$ cat config.mk
export PLATFORM = sky130hd
export DESIGN_NAME = vsc_slicer_regs
export DESIGN_NICKNAME = d
export VERILOG_FILES = /design/src/verilog/vsc_slicer_regs.v
export VERILOG_INCLUDE_DIRS = /design/src /design/src/verilog
export SDC_FILE = /design/constraint.sdc
export NUM_CORES = 1
export LEC_CHECK = 0
export BUFFER_PORTS_ARGS = -buffer_cell sky130_fd_sc_hd__buf_2
export CAP_MARGIN = 40
export CORE_ASPECT_RATIO = 0.6
export CORE_MARGIN = 2
export CORE_UTILIZATION = 45
export CTS_BUF_LIST = sky130_fd_sc_hd__clkbuf_16
export CTS_CLUSTER_DIAMETER = 120
export DETAILED_ROUTE_END_ITERATION = 12
export GPL_TIMING_DRIVEN = 0
export PLACE_DENSITY = 0.7
export SLEW_MARGIN = 20
export SYNTH_ARGS = -nofsm -noshare
export SYNTH_HDL_FRONTEND = slang
export SYNTH_SLANG_ARGS = --single-unit
$ cat constraint.sdc
create_clock -name ref_clk -period 19 [get_ports ref_clk]
set_input_delay 2.85 -clock ref_clk [delete_from_list [all_inputs] [get_ports ref_clk]]
set_output_delay 2.85 -clock ref_clk [all_outputs]
set_load 0.005 [all_outputs]
$ cat src/verilog/vsc_map.vh
// Subaddress map, field positions, reset values and codes of the slicer register bank
`ifndef VSC_MAP_VH
`define VSC_MAP_VH
`define VSC_ADDR_LINE_FIRST   8'h41
`define VSC_ADDR_LINE_LAST    8'h57
`define VSC_ADDR_PATTERN      8'h58
`define VSC_ADDR_HPOS_LOW     8'h59
`define VSC_ADDR_VPOS_LOW     8'h5A
`define VSC_ADDR_OFFSET_MSBS  8'h5B
`define VSC_ADDR_ANC_ID       8'h5D
`define VSC_ADDR_SEC_ID       8'h5E
`define VSC_ADDR_DETECT       8'h60
`define VSC_ADDR_FIELD_LINE   8'h61
`define VSC_ADDR_LINE_TYPE    8'h62
`define VSC_LINE_FIRST_NUM    9'h002
`define VSC_LINE_COUNT_REGS   23
`define VSC_RST_LINE_TYPE     8'hFF
`define VSC_RST_PATTERN       8'h40
`define VSC_RST_HPOS_LOW      8'h00
`define VSC_RST_VPOS_LOW      8'h00
`define VSC_RST_OFFSET_MSBS   8'h00
`define VSC_RST_ANC_ID        8'h00
`define VSC_RST_SEC_ID        8'h00
`define VSC_BIT_FIELD_INVERT  7
`define VSC_BIT_RECODE        6
`define VSC_BIT_VPOS_TOP      4
`define VSC_BIT_FV_SOURCE     7
`define VSC_VPOS_MAX          9'd312
`define VSC_DT_WSS            4'h3
`define VSC_DT_CC525          4'h5
`define VSC_DT_TEST_LINE      4'h6
`define VSC_DT_VITC625        4'h9
`define VSC_DT_VITC525        4'hA
`define VSC_DT_JFS            4'hE
`define VSC_DT_ACTIVE         4'hF
`define VSC_WSS_PATTERN       24'h1E3C1F
`define VSC_CC_PATTERN        3'h1
`define VSC_DID_SAV_FV_SET    6'h3E
`define VSC_DID_SAV_FV_CLR    6'h3F
`define VSC_BYTE_ZERO         8'h00
`define VSC_BYTE_ONES         8'hFF
`define VSC_BYTE_ZERO_RECODE  8'h03
`define VSC_BYTE_ONES_RECODE  8'hFC
`define VSC_FRAME_ANC         2'h0
`define VSC_FRAME_SAV_FV_SET  2'h1
`define VSC_FRAME_SAV_FV_CLR  2'h2
`define VSC_MODE_VIDEO        3'h0
`define VSC_MODE_FIXED        3'h1
`define VSC_MODE_PROG         3'h2
`define VSC_MODE_CC           3'h3
`define VSC_MODE_RAW          3'h4
`endif

$ cat src/verilog/vsc_slicer_regs.v
// Configuration and status register bank of the VBI data slicer
// Contract
// - One line-type byte per line 2..24; high nibble field 1, low nibble field 2.
// - Type 0011 is widescreen signalling, hunting the three-byte framing pattern.
// - Type 0101 is US closed caption using the three-bit start pattern.
// - Type 0110 passes the VBI video component unsliced, no pattern search.
// - Type 1111, the default, is active video: video component output.
// - Types 1001 and 1010 take the programmable framing pattern.
// - Type 1110 selects Japanese format switch with programmable framing pattern.
// - Programmable framing pattern is eight bits, reset value 40H.
// - Horizontal offset is eleven bits: three high bits shared, low byte alone.
// - Vertical offset is nine bits, top bit shared, legal range 0 to 312.
// - Field-invert bit set inverts the slicer field indicator, clear leaves it.
// - Recode bit set maps bytes 00H to 03H and FFH to FCH.
// - Source bit clear: field and blank follow table; set: decoder real-time signals.
// - Identification zero, the default, frames sliced output with ancillary headers.
// - Identification 3EH or 3FH selects SAV/EAV framing for source set or clear.
// - A six-bit secondary identification, reset zero, goes into ancillary headers.
// - Status bit 6 flags exact pattern match, bit 5 a one-error match.
// - Status bits 4, 3, 2 flag program service, widescreen, caption seen.
// - First line-status byte bit 5 shows slicer field identity, zero in field 1.
// - Nine-bit line count split over two status bytes, data type in low nibble.
`timescale 1ns/10ps
`include "vsc_map.vh"

module vsc_slicer_regs (
  input  wire        ref_clk,
  input  wire        rst,
  input  wire        reg_wr,
  input  wire        reg_rd,
  input  wire [7:0]  reg_addr,
  input  wire [7:0]  reg_wdata,
  output reg  [7:0]  reg_rdata,
  input  wire [8:0]  line_count,
  input  wire        frame_start,
  input  wire        field_raw,
  input  wire        decoder_even_field,
  input  wire        decoder_vert_blank,
  input  wire        ev_pattern_exact,
  input  wire        ev_pattern_one_err,
  input  wire        ev_prog_service,
  input  wire        ev_widescreen,
  input  wire        ev_caption,
  input  wire [7:0]  slice_byte_in,
  output reg  [7:0]  slice_byte_out,
  output wire [3:0]  line_data_type,
  output reg  [2:0]  slice_mode,
  output reg  [23:0] frame_pattern,
  output reg  [4:0]  frame_pattern_len,
  output wire        pattern_search_en,
  output wire [10:0] slice_hpos,
  output wire [8:0]  slice_vpos,
  output wire        slicer_field_id,
  output wire        slicer_field_out,
  output wire        slicer_vblank_out,
  output reg  [1:0]  frame_style,
  output wire [5:0]  anc_data_id,
  output wire [5:0]  anc_secondary_id
);

  reg  [7:0] line_type_sel [0:22];
  reg  [7:0] prog_frame_pattern;
  reg  [7:0] slice_hpos_low;
  reg  [7:0] slice_vpos_low;
  reg  [7:0] field_recode_offset_msbs;
  reg  [7:0] anc_header_id_ctrl;
  reg  [7:0] sliced_secondary_id;
  reg  [4:0] seen_acc;
  reg  [4:0] seen_last;
  reg        in_table;
  reg  [4:0] line_idx;
  reg  [8:0] line_rel;
  reg  [7:0] line_entry;
  wire [4:0] seen_ev;
  wire       field_invert;
  wire       field_vblank_source;
  wire       recode_en;
  wire       slice_vpos_top_bit;

  assign field_invert        = field_recode_offset_msbs[`VSC_BIT_FIELD_INVERT];
  assign recode_en           = field_recode_offset_msbs[`VSC_BIT_RECODE];
  assign slice_vpos_top_bit  = field_recode_offset_msbs[`VSC_BIT_VPOS_TOP];
  assign field_vblank_source = anc_header_id_ctrl[`VSC_BIT_FV_SOURCE];

  // Line-type table, one byte per line from 2 to 24, at reset all active video
  genvar gi;
  generate
    for (gi = 0; gi < `VSC_LINE_COUNT_REGS; gi = gi + 1) begin : g_line
      // Subaddress of this line; a genvar cannot be part-selected, so size it here
      localparam [7:0] LINE_ADDR = `VSC_ADDR_LINE_FIRST + gi;
      always @(posedge ref_clk or posedge rst) begin
        if (rst) begin
          line_type_sel[gi] <= `VSC_RST_LINE_TYPE;
        end else if (reg_wr && (reg_addr == LINE_ADDR)) begin
          line_type_sel[gi] <= reg_wdata;
        end
      end
    end
  endgenerate

  // Writable control registers; status subaddresses are not decoded here
  always @(posedge ref_clk or posedge rst) begin
    if (rst) begin
      prog_frame_pattern       <= `VSC_RST_PATTERN;
      slice_hpos_low           <= `VSC_RST_HPOS_LOW;
      slice_vpos_low           <= `VSC_RST_VPOS_LOW;
      field_recode_offset_msbs <= `VSC_RST_OFFSET_MSBS;
      anc_header_id_ctrl       <= `VSC_RST_ANC_ID;
      sliced_secondary_id      <= `VSC_RST_SEC_ID;
    end else if (reg_wr) begin
      case (reg_addr)
        `VSC_ADDR_PATTERN:     prog_frame_pattern <= reg_wdata;
        `VSC_ADDR_HPOS_LOW:    slice_hpos_low <= reg_wdata;
        `VSC_ADDR_VPOS_LOW:    slice_vpos_low <= reg_wdata;
        `VSC_ADDR_OFFSET_MSBS: field_recode_offset_msbs <= reg_wdata & 8'hD7;
        `VSC_ADDR_ANC_ID:      anc_header_id_ctrl <= reg_wdata & 8'hBF;
        `VSC_ADDR_SEC_ID:      sliced_secondary_id <= reg_wdata & 8'h3F;
        default: begin
        end
      endcase
    end
  end

  // Offsets assembled from shared high bits; range is software's to respect
  assign slice_hpos = {field_recode_offset_msbs[2:0], slice_hpos_low};
  assign slice_vpos = {slice_vpos_top_bit, slice_vpos_low};
  assign anc_data_id      = anc_header_id_ctrl[5:0];
  assign anc_secondary_id = sliced_secondary_id[5:0];

  // Field indicator, optionally inverted for 525-line sources
  assign slicer_field_id = field_raw ^ field_invert;

  // Table lookup for the current line; outside 2..24 treat as active video
  always @* begin
    line_rel   = line_count - `VSC_LINE_FIRST_NUM;
    in_table   = (line_count >= `VSC_LINE_FIRST_NUM) &&
                 (line_rel < `VSC_LINE_COUNT_REGS);
    line_idx   = line_rel[4:0];
    line_entry = in_table ? line_type_sel[line_idx] : `VSC_RST_LINE_TYPE;
  end

  // Field 1 uses the high nibble, field 2 the low nibble
  assign line_data_type = slicer_field_id ? line_entry[3:0] : line_entry[7:4];

  // Data-type decode into slicing mode and framing pattern
  always @* begin
    slice_mode        = `VSC_MODE_FIXED;
    frame_pattern     = 24'h000000;
    frame_pattern_len = 5'd0;
    case (line_data_type)
      `VSC_DT_WSS: begin
        frame_pattern     = `VSC_WSS_PATTERN;
        frame_pattern_len = 5'd24;
      end
      `VSC_DT_CC525: begin
        slice_mode        = `VSC_MODE_CC;
        frame_pattern     = {21'h000000, `VSC_CC_PATTERN};
        frame_pattern_len = 5'd3;
      end
      `VSC_DT_TEST_LINE: begin
        slice_mode = `VSC_MODE_RAW;
      end
      `VSC_DT_VITC625, `VSC_DT_VITC525: begin
        slice_mode        = `VSC_MODE_PROG;
        frame_pattern     = {16'h0000, prog_frame_pattern};
        frame_pattern_len = 5'd8;
      end
      `VSC_DT_JFS: begin
        slice_mode        = `VSC_MODE_PROG;
        frame_pattern     = {16'h0000, prog_frame_pattern};
        frame_pattern_len = 5'd8;
      end
      `VSC_DT_ACTIVE: begin
        slice_mode = `VSC_MODE_VIDEO;
      end
      default: begin
        slice_mode = `VSC_MODE_FIXED;
      end
    endcase
  end

  // No pattern hunt on unsliced lines
  assign pattern_search_en = (frame_pattern_len != 5'd0);

  // Field and blank source: table-driven or decoder real-time
  assign slicer_field_out  = field_vblank_source ? decoder_even_field : slicer_field_id;
  assign slicer_vblank_out = field_vblank_source ? decoder_vert_blank :
                             (slice_mode != `VSC_MODE_VIDEO);

  // Framing style from the identification code
  always @* begin
    case (anc_header_id_ctrl[5:0])
      `VSC_DID_SAV_FV_SET: frame_style = `VSC_FRAME_SAV_FV_SET;
      `VSC_DID_SAV_FV_CLR: frame_style = `VSC_FRAME_SAV_FV_CLR;
      default:             frame_style = `VSC_FRAME_ANC;
    endcase
  end

  // Byte recode keeps sliced data clear of timing-reference codes
  always @(posedge ref_clk or posedge rst) begin
    if (rst) begin
      slice_byte_out <= 8'h00;
    end else if (recode_en && (slice_byte_in == `VSC_BYTE_ZERO)) begin
      slice_byte_out <= `VSC_BYTE_ZERO_RECODE;
    end else if (recode_en && (slice_byte_in == `VSC_BYTE_ONES)) begin
      slice_byte_out <= `VSC_BYTE_ONES_RECODE;
    end else begin
      slice_byte_out <= slice_byte_in;
    end
  end

  assign seen_ev = {ev_pattern_exact, ev_pattern_one_err, ev_prog_service,
                    ev_widescreen, ev_caption};

  // Detection gathered over a frame, published at frame start; an event in
  // the boundary cycle lands in the published set so it is not lost
  always @(posedge ref_clk or posedge rst) begin
    if (rst) begin
      seen_acc  <= 5'h00;
      seen_last <= 5'h00;
    end else if (frame_start) begin
      seen_last <= seen_acc | seen_ev;
      seen_acc  <= 5'h00;
    end else begin
      seen_acc  <= seen_acc | seen_ev;
    end
  end

  // Read mux, registered; status reads only, writes there fall to default
  always @(posedge ref_clk or posedge rst) begin
    if (rst) begin
      reg_rdata <= 8'h00;
    end else if (reg_rd) begin
      if ((reg_addr >= `VSC_ADDR_LINE_FIRST) && (reg_addr <= `VSC_ADDR_LINE_LAST)) begin
        reg_rdata <= line_type_sel[reg_addr[4:0] - 5'd1];
      end else begin
        case (reg_addr)
          `VSC_ADDR_PATTERN:     reg_rdata <= prog_frame_pattern;
          `VSC_ADDR_HPOS_LOW:    reg_rdata <= slice_hpos_low;
          `VSC_ADDR_VPOS_LOW:    reg_rdata <= slice_vpos_low;
          `VSC_ADDR_OFFSET_MSBS: reg_rdata <= field_recode_offset_msbs;
          `VSC_ADDR_ANC_ID:      reg_rdata <= anc_header_id_ctrl;
          `VSC_ADDR_SEC_ID:      reg_rdata <= sliced_secondary_id;
          `VSC_ADDR_DETECT:      reg_rdata <= {1'b0, seen_last, 2'b00};
          `VSC_ADDR_FIELD_LINE:  reg_rdata <= {2'b00, slicer_field_id, line_count[8:4]};
          `VSC_ADDR_LINE_TYPE:   reg_rdata <= {line_count[3:0], line_data_type};
          default:               reg_rdata <= 8'h00;
        endcase
      end
    end
  end

endmodule // vsc_slicer_regs

---- Word-level counts from Yosys, hierarchy flattened ----
Cells that the tools add are included.
storage, ports and cells
  output and inout bits ................... 90
  flip-flop bits (word level) ............. 253
  input port bits ......................... 46
operators by class
  mux-type cells .......................... 19
  eq/ne operators ......................... 42
  reductions and logical operators ........ 37
  magnitude comparators ................... 6
  add/sub/neg operators ................... 2
  bitwise logic cells ..................... 4
operator list
  kind                 count
  $eq 8x7->1 const B   32
  $bmux 8 s5           2
  $pmux 8 s9           1
  $mux 8               8
  $pmux 21 s3          1
  $logic_and 1x1->1    27
  $eq 4x4->1 const B   4
  $pmux 5 s3           1
  $eq 6x6->1 const B   2
  $ge 6x6->1 const B   2
  $not 5->6            2
  $pmux 3 s4           1
  $reduce_and 2->1     6
  $ge 9x2->1 const B   1
  $lt 9x5->1 const B   1
  $sub 9x2->9 const B  1
  $eq 4x3->1 const B   2
  $eq 8x8->1 const B   1
  $ge 8x7->1 const B   1
  $le 8x7->1 const B   1
  $logic_not 8->1      1
  $mux 5               1
  $or 5x5->5           1
  $reduce_bool 5->1    1
  8 further kinds      9

---- Logic depth before layout (Yosys ltp) ----
Gate-level depths: netlist of run 1.
  depth in word-level cells ............... 12
  depth in mapped cells ................... 16
  mapped depth without buffers ............ 10

---- Worst setup path before layout of run 1 ----
No wires, ideal clock.
  kind .................................... in2out
  start ................................... in line_count[1]
  end ..................................... out pattern_search_en
  data required time ...................... 16.150 ns
  path buffers ............................ 6
  setup slack ............................. 10.465 ns
  data arrival time ....................... 5.685 ns
  cell stages on the path ................. 16
  cells stage by stage .................... buf_2 > buf_1 > inv_1 > ha_1 > buf_2 > nor2_2 > buf_2 > buf_2 > a22oi_1 > nand4_1 > o21ai_1 > o22ai_2 > nand2b_2 > and4b_1 > buf_6 > or3_1
between the ends
  word-level cells in the longest chain between the ends .. 11
RTL lines
  element                                     RTL line               text
  start: declaration                          vsc_slicer_regs.v:34   input wire [8:0] line_count,
  $sub 9x2->9 (no line)                       -
  $not 5->6 (implied by the code)             vsc_slicer_regs.v:139  line_entry = in_table ? line_type_sel[line_idx] : `VSC_RST_LINE_TYPE;
  $bmux 8 s5                                  vsc_slicer_regs.v:139
  $mux 8 (implied by the code) (2 in series)  vsc_slicer_regs.v:139
  $mux 8 (no line) (*)                        -
  $mux 4 (*)                                  vsc_slicer_regs.v:143  assign line_data_type = slicer_field_id ? line_entry[3:0] : line_entry[7:4];
  named net line_data_type[1]                 vsc_slicer_regs.v:46   output wire [3:0] line_data_type,
  $eq 4x4->1                                  vsc_slicer_regs.v:150  case (line_data_type)
  $reduce_or 3->1 (no line)                   -
  $pmux 5 s3 (*)                              vsc_slicer_regs.v:150
  $reduce_bool 5->1 (*)                       vsc_slicer_regs.v:183  assign pattern_search_en = (frame_pattern_len != 5'd0);
  end: declaration                            vsc_slicer_regs.v:50   output wire pattern_search_en,
Mark *: on every way through the listed nets, which the timed path passes. The rest lies on a longest branch. The select of a mux whose other input is x is not followed.

---- Worst setup path in the final report of run 1 ----
  start ................................... in line_count[1]
  end ..................................... out frame_pattern[7]
between the ends
  word-level cells in the longest chain between the ends .. 10
RTL lines
  element                                     RTL line               text
  $sub 9x2->9 (no line)                       -
  $not 5->6 (implied by the code)             vsc_slicer_regs.v:139
  $bmux 8 s5                                  vsc_slicer_regs.v:139
  $mux 8 (implied by the code) (2 in series)  vsc_slicer_regs.v:139
  $mux 8 (no line) (*)                        -
  $mux 4 (*)                                  vsc_slicer_regs.v:143
  $eq 4x4->1                                  vsc_slicer_regs.v:150
  $reduce_or 3->1 (no line)                   -
  $pmux 21 s3 (*)                             vsc_slicer_regs.v:150
  end: declaration                            vsc_slicer_regs.v:48   output reg [23:0] frame_pattern,
Every way passes the cells marked *; elsewhere a longest branch is shown, timed or not. The select of a mux whose other input is x is not followed.

==> results of run 1 <==
-- power by group through the flow --
stage                     combinational [W]  sequential [W]  clock, W
after CTS                          0.000179        0.000602  0.000486
after floorplan                    0.000118        0.000602         0
final                              0.000182        0.000603  0.000480
after global routing               0.000194        0.000606  0.000508
after detailed placement           0.000178        0.000610         0
after global placement             0.000171        0.000608         0
-- routing by layer --
metal  GRT usage (%)  share of wire (%)
met1            42.5                 46
met2            38.1                 41
met3            7.21                 11
met4            7.07                2.7
met5               0                  0
-- worst reg2reg max path, delay by kind of cell (launching register included) --
kind | cells | cell delay, ns
AO/OA/AOI/OAI | 4 | 1.11
AND/OR/NAND/NOR | 1 | 0.24
buffers and inverters | 1 | 0.47
XOR/XNOR | 1 | 0.27
flip-flops | 1 | 0.40
-- through the flow --
step                total power (W)  hold WS [ns]  utilization (%)  worst slack (ns)  instances
finish                      0.00126         0.479             52.3              8.97       1692
global route                0.00131         0.497             52.3              8.85       1692
floorplan                  0.000720         0.447                -              9.50       1105
global placement           0.000779         0.456             49.3              6.67       1635
detailed placement         0.000788         0.464             49.7              9.07       1643
CTS                         0.00127         0.480             52.1              9.07       1686
-- worst paths after layout --
path                       depth (start not counted)  slack, ns                   startpoint                 end
setup / recovery                                  17       8.97                line_count[1]    frame_pattern[7]
hold / removal                                     1       0.48                 reg_rdata[5]        reg_rdata[5]
setup reg to reg                                   7      16.39  field_recode_offset_msbs[7]        reg_rdata[2]
hold reg to reg                                    1       0.48                 reg_rdata[5]        reg_rdata[5]
max in group asynchronous                          3      15.82                          rst  line_type_sel[158]
min in group asynchronous                          2       2.62                          rst   line_type_sel[35]
-- logic make-up after synthesis --
group	count (synthesis)	synth area share [%]
AOI/OAI and AO/OA	162	8.28
and+or+nand+nor	172	6.35
buffers and inverters	129	5.05
other	1	0.0264
DFF	253	46.2
xor gates and xnor gates	6	0.370
muxes	366	33.0
adders and majority gates	8	0.688
-- cell usage in the layout (no fill, tap or decap), types with 16 or more instances in the layout --
cell type  synthesis  routed
a21oi_1           21      21
a22oi_1           51      51
buf_2             13     127
buf_4             31      32
clkbuf_1          55      55
clkbuf_16          0      25
dfrtp_1           68      68
dfstp_2          185     185
mux2_2           237     237
mux2i_1           70      70
mux4_2            50      50
nand2_1           37      37
nand3_1           23      23
nand4_1           16      16
nor2_1            44      44
-- sequential cells by signal (all words and copies together) (netlist names) --
| signal | flops |
|---|---|
| anc_header_id_ctrl | 7 |
| field_recode_offset_msbs | 6 |
| line_type_sel | 184 |
| prog_frame_pattern | 8 |
| reg_rdata | 8 |
| seen_acc | 5 |
| seen_last | 5 |
| slice_byte_out | 8 |
| slice_hpos_low | 8 |
| slice_vpos_low | 8 |
| sliced_secondary_id | 6 |
-- final cells by class --
type                       instances  area (um2)
antenna                            1        2.50
buffer                           119         679
clock buffer                      25         626
clock inverter                    18         129
fill                            2663       14800
inverter                          10        45.0
multi-input combinational        723        6950
sequential                       253        6560
tap                              416         520
timing repair buffer             127         747
==> summary.md, run 1 <==
| Metric | Value |
|---|---|
| Max VDD drop | roughly 0.000067 V |
| Final count of hold timing violations | 0 |
| TritonCTS Sinks | roughly 250 |
| Vias in the first global route | slightly above 10000 |
| Leakage | about 7 nW |
| Net Sw Power | 0.000342 W |
| CP max FO | 10 |
| Worst setup SP type | primary input |
| CTS Root Cell | clkbuf_16 |
| #FFs+latches synth | ~250 |
| Layout cell share with drive strength beyond 1 | ~55% |
| Distinct cell type count after synthesis | 72 |
| Tot GR Track Use | 27.6% |
| Later-pin clock latency in the skew report | approximately 0.55 ns |
| Post-layout nets | around 1300 |
| Final TNS setup | 0 ns |
| Post-synth top area cell | dfstp_2 |
| CP Capture Type | primary output |
| Setup violators final | 0 |
| Top cell family by delay on the critical path | buffers and inverters |
| Antenna Violating Nets Remaining | 0 |
| Layout area overhead | 14.6% |
| RSZ-0062 raised after global routing | false |
| Slew Limit Fails | 0 |
| Drt first-iter violations | 1301 |
| Clock Power Share | a little under two fifths |
| Highest clock rate | around 100 MHz |
| HP Class | reg2reg |
| Slew @ Worst Pin | 0.954 ns |
| Worst endpoint required time | 16.15 ns |
| CTS Buf Count | 24 |
| Initial core utilization | 45.6% |
| Synth top area cells | dfstp_2, mux2_2, dfrtp_1 |
| Die Area | approximately 33000 um2 |
| H-tree Lvls | 1 |
| Pin count of the biggest net entering global routing | about 110 |
| Grt ovf | 0 |
| Rows | 50 |
| FFs w/ async S/R, synth | 100% |
| Setup Skew | 0.0216 ns |
| Slew HR | a little over a third |
| Post-synth EDFFs | 0 |
| Die width | around 230 um |
| Most frequent cell after synthesis | mux2_2 |
| HPWL after DPL | between 30000 and 40000 um |
| Synth top area share | 34.3% |
| # port buffers | 114 |
| Max incr delay on CP | about 0.55 ns |
| Placed cell area | about 15000 um2 |
| Mapped Cells | about 1100 |
| Antenna violations before repair | 2 |
| Overall die height | roughly 140 um |
| Clk slew on worst S/H paths | around 0.06 ns |
| CP Buf/Inv Count | 8 |
| WP data arrival | between 7 and 8 ns |
| Pwr dens | between 70 and 80 nW/um2 |
| Vias | 10601 |
| Post-cts resize count | 0 |
| Sw frac | 27.0% |
| CTS tree | yes |
| Core area | slightly above 30000 um2 |
| Crit-path slowest cell | buf_1 |
| Max cap viols | 0 |
| Sequential Power Share | ~48% |
| Setup CP Type | in2out |
| Register area share after synthesis | about 46% |
| # Post-CTS Setup Buffers | 0 |
| Synthesized area per cell | 12.9 um2 |
| Total wire length | ~45000 um |
| Synth top cells by count | mux2_2, dfstp_2, mux2i_1, dfrtp_1, clkbuf_1 |
| Top FF cell, synth | dfstp_2 |
| Drt pass-1 iters | 5 |
| Cell Area, Synth | about 14000 um2 |
| Per-cell routed wire length | 26.6 um |
| Top Ports | 136 |
| Design Area, Final | between 15000 and 20000 um2 |
| First-pass GRT wire length | between 60000 and 70000 um |
| Combinational fraction of design power | approximately 14% |
| Residual DRC count | 0 |
| Crit share post-route | about 53% |
| CTS Hold Bufs | 0 |
| Outcome | completed |
| Ys Warns | 0 |
| Tmin final | 10.03 ns |
| Worst-path cell chain | buf_2 -> buf_1 -> inv_1 -> ha_1 -> buf_2 -> nor2_2 -> buf_2 -> buf_2 -> a22oi_1 -> nand4_1 -> o21ai_1 -> o22ai_4 -> nor2_1 -> nor4bb_2 -> buf_6 -> and2_1 -> buf_2 |
| GP Congestion | ~0.96 |
| Pint | a little over 0.0009 W |
| CP most frequent cell | buf_2 |
| DR vias/cell | approximately 6.3 |
| Max Buffers Root-to-Sink | 3 |
Note: power is estimated with default switching activity, not from simulation.
==> run 2: changes to the inputs <==
Settings changed: PLACE_DENSITY 0.7 to 0.73.
Clock period 19 ns to 8.2 ns, I/O delays scaled along.
==> run 2 against run 1 <==
  * Final area increased by 0.28%
  * Routed wire length rose by 1.7%
  * Critical path type unchanged
  * Die area unchanged
  * Clock skew down 0.011 ns
  * Global-route usage barely moved
==> summary.md, run 2 (synthesis results as in run 1) <==
| Metric | Value |
|---|---|
| Slew HR | 38.9% (+2.7 points) |
| Highest clock rate | approximately 150 MHz |
| Core area | 31100 um2 (unchanged) |
| CP max FO | 10 (unchanged) |
| Outcome | completed |
| Worst Hold End | seen_acc[2] |
| Most frequent cells in the layout | mux2_2, dfstp_2, buf_2 |
| WHS | 0.477 ns (-0.00227 ns) |
| Worst setup SP type | primary input |
| Most common cell after layout, fill and taps aside | mux2_2 |
| CTS tree | yes |
| Fill cells | 2678 (+0.56%) |
| Worst endpoint required time | 6.97 ns (-9.18 ns) |
| Final Util | 52.4% (+0.14 points) |
| Antenna violations before repair | 1 (-1) |
| Vias in the first global route | 10302 (+0.49%) |
| Post-layout nets | 1310 (-0.076%) |
| First-pass GRT wire length | 67200 um (about the same) |
| Clk slew on worst S/H paths | 0.07 ns (about the same) |
| Final count of hold timing violations | 0 (unchanged) |
| HPWL after DPL | 33300 um (+0.77%) |
| Pwr dens | 186 nW/um2 (+140%) |
| Antenna Violating Nets Remaining | 0 (unchanged) |
| Grt ovf | 0 (unchanged) |
| Setup CP Type | in2out |
| Per-cell routed wire length | 27.1 um (+1.7%) |
| Pin count of the biggest net entering global routing | 92 (-12%) |
| # Post-CTS Setup Buffers | 0 (unchanged) |
| Dpl ws | 1.56 ns (-7.51 ns) |
| Worst reg2reg path startpoint | field_recode_offset_msbs[7] |
| CTS Buf Count | 25 (+4.2%) |
| FF-to-FF End | reg_rdata[2] |
| Layout area overhead | 14.9% |
| CTS Hold Bufs | 0 (unchanged) |
| CP Capture Type | primary output |
| Die Area | 33000 um2 (unchanged) |
| HP Class | reg2reg |
| Cells on worst reg2reg path | 7 (unchanged) |
| Overall power | 0.00303 W (+140%) |
| # port buffers | 114 (unchanged) |
| Top Ports | 136 (unchanged) |
| Hold depth | 2 (+1) |
| Rows | 50 (unchanged) |
| Max VDD drop | 0.000148 V (+120%) |
| GP Congestion | 1.01 (+5.6%) |
| Drt pass-1 iters | 7 (+2) |
| Tmin final | 6.87 ns |
| Max cap viols | 0 (unchanged) |
| Non-filler cells, final | 1692 (unchanged) |
| Initial core utilization | 45.6% (unchanged) |
| Setup violators final | 0 (unchanged) |
| RSZ-0062 raised after global routing | false |
| Slew Limit Fails | 0 (unchanged) |
| TritonCTS Sinks | 253 (unchanged) |
| Post-cts resize count | 0 (unchanged) |
| WP data arrival | 5.64 ns (-1.54 ns) |
| Drt first-iter violations | 1298 (-0.23%) |
| Biggest register | line_type_sel |
| DP Cell Count | 1640 (-0.18%) |
| Vias | 10756 (+1.5%) |
| DR vias/cell | 6.36 (+1.5%) |
| Slew @ Worst Pin | 0.914 ns (-0.0409 ns) |
| Leakage | 7.19 nW (+0.17%) |
| Overall die height | 142 um (unchanged) |
| Crit share post-route | between 80% and 90% |
| Later-pin clock latency in the skew report | 0.55 ns (about the same) |
| Setup Skew | 0.0101 ns (-0.0115 ns) |
| H-tree Lvls | 1 (unchanged) |
| Max reg flops | 184 (unchanged) |
| Worst hold start | seen_acc[2] |
| Final WS setup | 1.33 ns (-7.64 ns) |
| Die width | 233 um (unchanged) |
| Residual DRC count | 0 (unchanged) |
| Layout cell share with drive strength beyond 1 | 55.6% (+0.20 points) |
| Flop2flop setup slack | 5.16 ns (-11.23 ns) |
| CTS Root Cell | clkbuf_16 |
| Tot GR Track Use | 27.6% (+0.048 points) |
| Total wire length | 45800 um (+1.7%) |
| Max Buffers Root-to-Sink | 3 (unchanged) |
-- run 2: area by class of cell --
type,count,area [um2],area share (%)
antenna,2,5.00,0.0307
buffer,119,679,4.17
clock buffer,25,626,3.84
clock inverter,19,191,1.17
inverter,10,45.0,0.276
multi-input combinational,723,6950,42.6
sequential,253,6560,40.2
tap,416,520,3.19
timing repair buffer,125,727,4.46
-- run 2: worst max-delay path: stages --
cell and delay, ns:
buf_2 0.24, buf_1 0.59, inv_1 0.15, ha_1 0.40
buf_2 0.24, nor2_2 0.22, buf_2 0.38, buf_2 0.37
a22oi_1 0.14, nand4_1 0.21, o21ai_1 0.14, o22ai_1 0.43
nand2b_1 0.29, nand4_1 0.29, mux2_2 0.19, buf_2 0.10
-- run 2: worst max-delay path by stage --
stage	from	endpoint	slack (ns)	cells past startpoint
finish	line_count[1]	slicer_vblank_out	1.33	16
floorplan	rst	anc_header_id_ctrl[0]	0.32	1
global route	line_count[1]	frame_pattern[7]	1.26	17
detailed placement	line_count[1]	pattern_search_en	1.56	17
CTS	line_count[1]	pattern_search_en	1.52	17
global placement	rst	anc_header_id_ctrl[0]	-2.46	2
-- run 2: through the flow --
stage	instance area, um2	TNS (ns)
6_report	16300	0
5_1_grt	16300	0
4_1_cts	16200	0
3_5_place_dp	15400	0
3_3_place_gp	15300	-166.55
2_1_floorplan	14200	0
-- run 2: routing by layer --
| metal | routed length [um] | part of all wire (%) | vias to the layer above | global-route usage [%] |
|---|---|---|---|---|
| li1 | - | - | 4439 | - |
| met1 | 19700 | 43 | 5567 | 40.3 |
| met2 | 18700 | 41 | 641 | 37.8 |
| met3 | 5860 | 13 | 107 | 10.6 |
| met4 | 1440 | 3.1 | 2 | 7.68 |
| met5 | 48 | 0.10 | - | 1.19 |
-- run 2: where the power goes --
part           internal (W)  total, W  switching, W
combinational      0.000180  0.000430      0.000250
sequential          0.00135   0.00140     0.0000505
clock              0.000679   0.00120      0.000523
==> run 3: changes to the inputs <==
Clock period 8.2 ns to 5.8 ns, I/O delays scaled along.
==> run 3 against run 2 <==
  * Cell count is 0.47% higher
  * Worst setup slack worse by 1.2 ns
  * Combinational power rose by 44%
  * Power grew 38%
  * Critical path depth is 1 higher
  * Sequential share of layout area shrank 0.32 points
  * Hold slack better by 0.0022 ns
  * Clock power rose by 33%
  * Clock skew is 0.0066 ns higher
  * Sequential cell count unchanged
  * Sequential power up 41%
  * Largest power group unchanged
==> summary.md, run 3 (synthesis results as in run 1) <==
| Metric | Value |
|---|---|
| Outcome | completed |
| Worst endpoint required time | 4.93 ns (-2.04 ns) |
| WP data arrival | 4.75 ns (-0.89 ns) |
| TritonCTS Sinks | 253 (unchanged) |
| Max VDD drop | 0.000228 V (+54%) |
| Overall power | 0.00419 W (+38%) |
| Core area | 31100 um2 (unchanged) |
| Hold depth | 2 (unchanged) |
| CTS Hold Bufs | 0 (unchanged) |
| CP Buf/Inv Count | 8 (+1) |
| Worst setup SP type | primary input |
| Max Buffers Root-to-Sink | 3 (unchanged) |
| Drt first-iter violations | 1199 (-7.6%) |
| Highest clock rate | roughly 180 MHz |
| Cells on worst reg2reg path | 7 (unchanged) |
| CP max FO | 16 (+6) |
| Die width | 233 um (unchanged) |
| GP Congestion | 0.997 (-1.2%) |
| Top Ports | 136 (unchanged) |
| Vias | 10599 (-1.5%) |
| First-pass GRT wire length | 66700 um (-0.71%) |
| HPWL after DPL | 33600 um (+0.79%) |
| Slew Limit Fails | 0 (unchanged) |
| # port buffers | 114 (unchanged) |
| Pin count of the biggest net entering global routing | 34 (-63%) |
| Setup Skew | 0.0167 ns (+0.00655 ns) |
| CTS tree | yes |
| Setup CP Type | in2out |
| Most frequent cells in the layout | mux2_2, dfstp_2, buf_2 |
| Initial core utilization | 45.6% (unchanged) |
| Grt ovf | 0 (unchanged) |
| Final count of hold timing violations | 0 (unchanged) |
| Max cap viols | 0 (unchanged) |
| Worst hold start | seen_acc[2] |
| Antenna Violating Nets Remaining | 0 (unchanged) |
| FF-to-FF End | reg_rdata[2] |
| Worst Hold End | seen_acc[2] |
| Setup violators final | 0 (unchanged) |
| Leakage | 7.27 nW (+1.1%) |
| Vias in the first global route | 10512 (+2.0%) |
| Flop2flop setup slack | 2.89 ns (-2.27 ns) |
| RSZ-0062 raised after global routing | false |
| Layout cell share with drive strength beyond 1 | 55.7% (+0.16 points) |
| DR vias/cell | 6.23 (-1.9%) |
| CP Capture Type | primary output |
| Crit-path slowest cell | ha_1 |
| # Post-CTS Setup Buffers | 0 (unchanged) |
| Layout area overhead | 15.8% |
| Post-layout nets | 1318 (+0.61%) |
| Clk slew on worst S/H paths | 0.06 ns (about the same) |
| Tmin final | about 5.6 ns |
| Max incr delay on CP | 0.36 ns (-0.23 ns) |
| CTS Root Cell | clkbuf_16 |
| Residual DRC count | 0 (unchanged) |
| Worst reg2reg path startpoint | field_recode_offset_msbs[7] |
| Slew HR | 41.8% (+2.9 points) |
| Antenna violations before repair | 4 (+3) |
| Top cell family by delay on the critical path | buffers and inverters |
| Later-pin clock latency in the skew report | 0.54 ns (about the same) |
| Biggest register | line_type_sel |
| Per-cell routed wire length | 26.5 um (-2.2%) |
| Max reg flops | 184 (unchanged) |
| Pwr dens | 255 nW/um2 (+37%) |
| Worst-path cell chain | buf_2 -> clkbuf_4 -> inv_1 -> ha_1 -> buf_2 -> nor2_2 -> clkbuf_4 -> clkbuf_4 -> a22oi_1 -> nand4_1 -> o21ai_1 -> o22ai_4 -> nand2b_4 -> and4b_1 -> buf_6 -> or3_1 -> buf_2 |
| H-tree Lvls | 1 (unchanged) |
| Drt pass-1 iters | 6 (-1) |
| Total wire length | 45000 um (-1.7%) |
| Slew @ Worst Pin | 0.873 ns (-0.0403 ns) |
| Die Area | 33000 um2 (unchanged) |
| HP Class | reg2reg |
| CTS Buf Count | 25 (unchanged) |
| Most common cell after layout, fill and taps aside | mux2_2 |
| Crit share post-route | a little over nine tenths |
| Rows | 50 (unchanged) |
| Tot GR Track Use | 27.4% (-0.20 points) |
| Final Util | 52.9% (+0.42 points) |
| Overall die height | 142 um (unchanged) |
==> run 3: how the worst max path moves through the flow <==
stage / endpoint / startpoint / cells after the start / slack [ns]
2_1_floorplan: pattern_search_en / line_count[1] / 16 / 1.22
3_3_place_gp: reg_rdata[0] / reg_addr[0] / 13 / -0.27
3_5_place_dp: pattern_search_en / line_count[1] / 17 / -0.17
4_1_cts: pattern_search_en / line_count[1] / 17 / 0.10
5_1_grt: frame_pattern[7] / line_count[1] / 17 / 0.06
6_report: pattern_search_en / line_count[1] / 17 / 0.18
==> run 3: timing repair <==
action	CTS	global route
cloned	0	0
gates resized for setup	1	4
pin swaps	0	0
setup endpoints to repair	14	13
==> run 3: worst register-to-register path, delay by kind of cell (launching register included) <==
family,cells,cell delay (ns)
XOR/XNOR,1,0.30
buffers and inverters,1,0.48
flip-flops,1,0.41
AO/OA/AOI/OAI,4,1.29
AND/OR/NAND/NOR,1,0.28
==> run 3: area by class of cell <==
cell class | instances | area (um2)
Inverter | 10 | 41.3
Clock buffer | 25 | 626
Multi-Input combinational cell | 723 | 6950
Timing Repair Buffer | 134 | 893
Tap cell | 416 | 520
Buffer | 118 | 687
Fill cell | 2638 | 14700
Clock inverter | 20 | 154
Sequential cell | 253 | 6560
Antenna cell | 1 | 2.50
==> run 3: where the power goes <==
group	leakage (nW)	total [W]	switching [W]	internal (W)
clock network	0.420	0.00159	0.000718	0.000876
logic	4.05	0.000618	0.000352	0.000267
registers	2.80	0.00197	0.0000705	0.00190
==> run 3: layer usage <==
metal,part of all wire (%),global-route usage (%),vias to the layer above
met3,12,11.1,97
met1,43,39.9,5470
met4,2.8,7.27,4
li1,-,-,4457
met5,0.14,0,-
met2,41,37.6,571
==> run 3: per-stage QoR <==
| step | TNS (ns) | setup slack [ns] | std cells | hold WS [ns] | area, um2 |
|---|---|---|---|---|---|
| 6_report | 0 | 0.178 | 1700 | 0.479 | 16400 |
| 4_1_cts | 0 | 0.102 | 1692 | 0.480 | 16300 |
| 5_1_grt | 0 | 0.0580 | 1699 | 0.497 | 16400 |
| 3_3_place_gp | -1.53 | -0.274 | 1635 | 0.456 | 15300 |
| 3_5_place_dp | -1.68 | -0.173 | 1647 | 0.465 | 15600 |
| 2_1_floorplan | 0 | 1.22 | 1105 | 0.447 | 14200 |
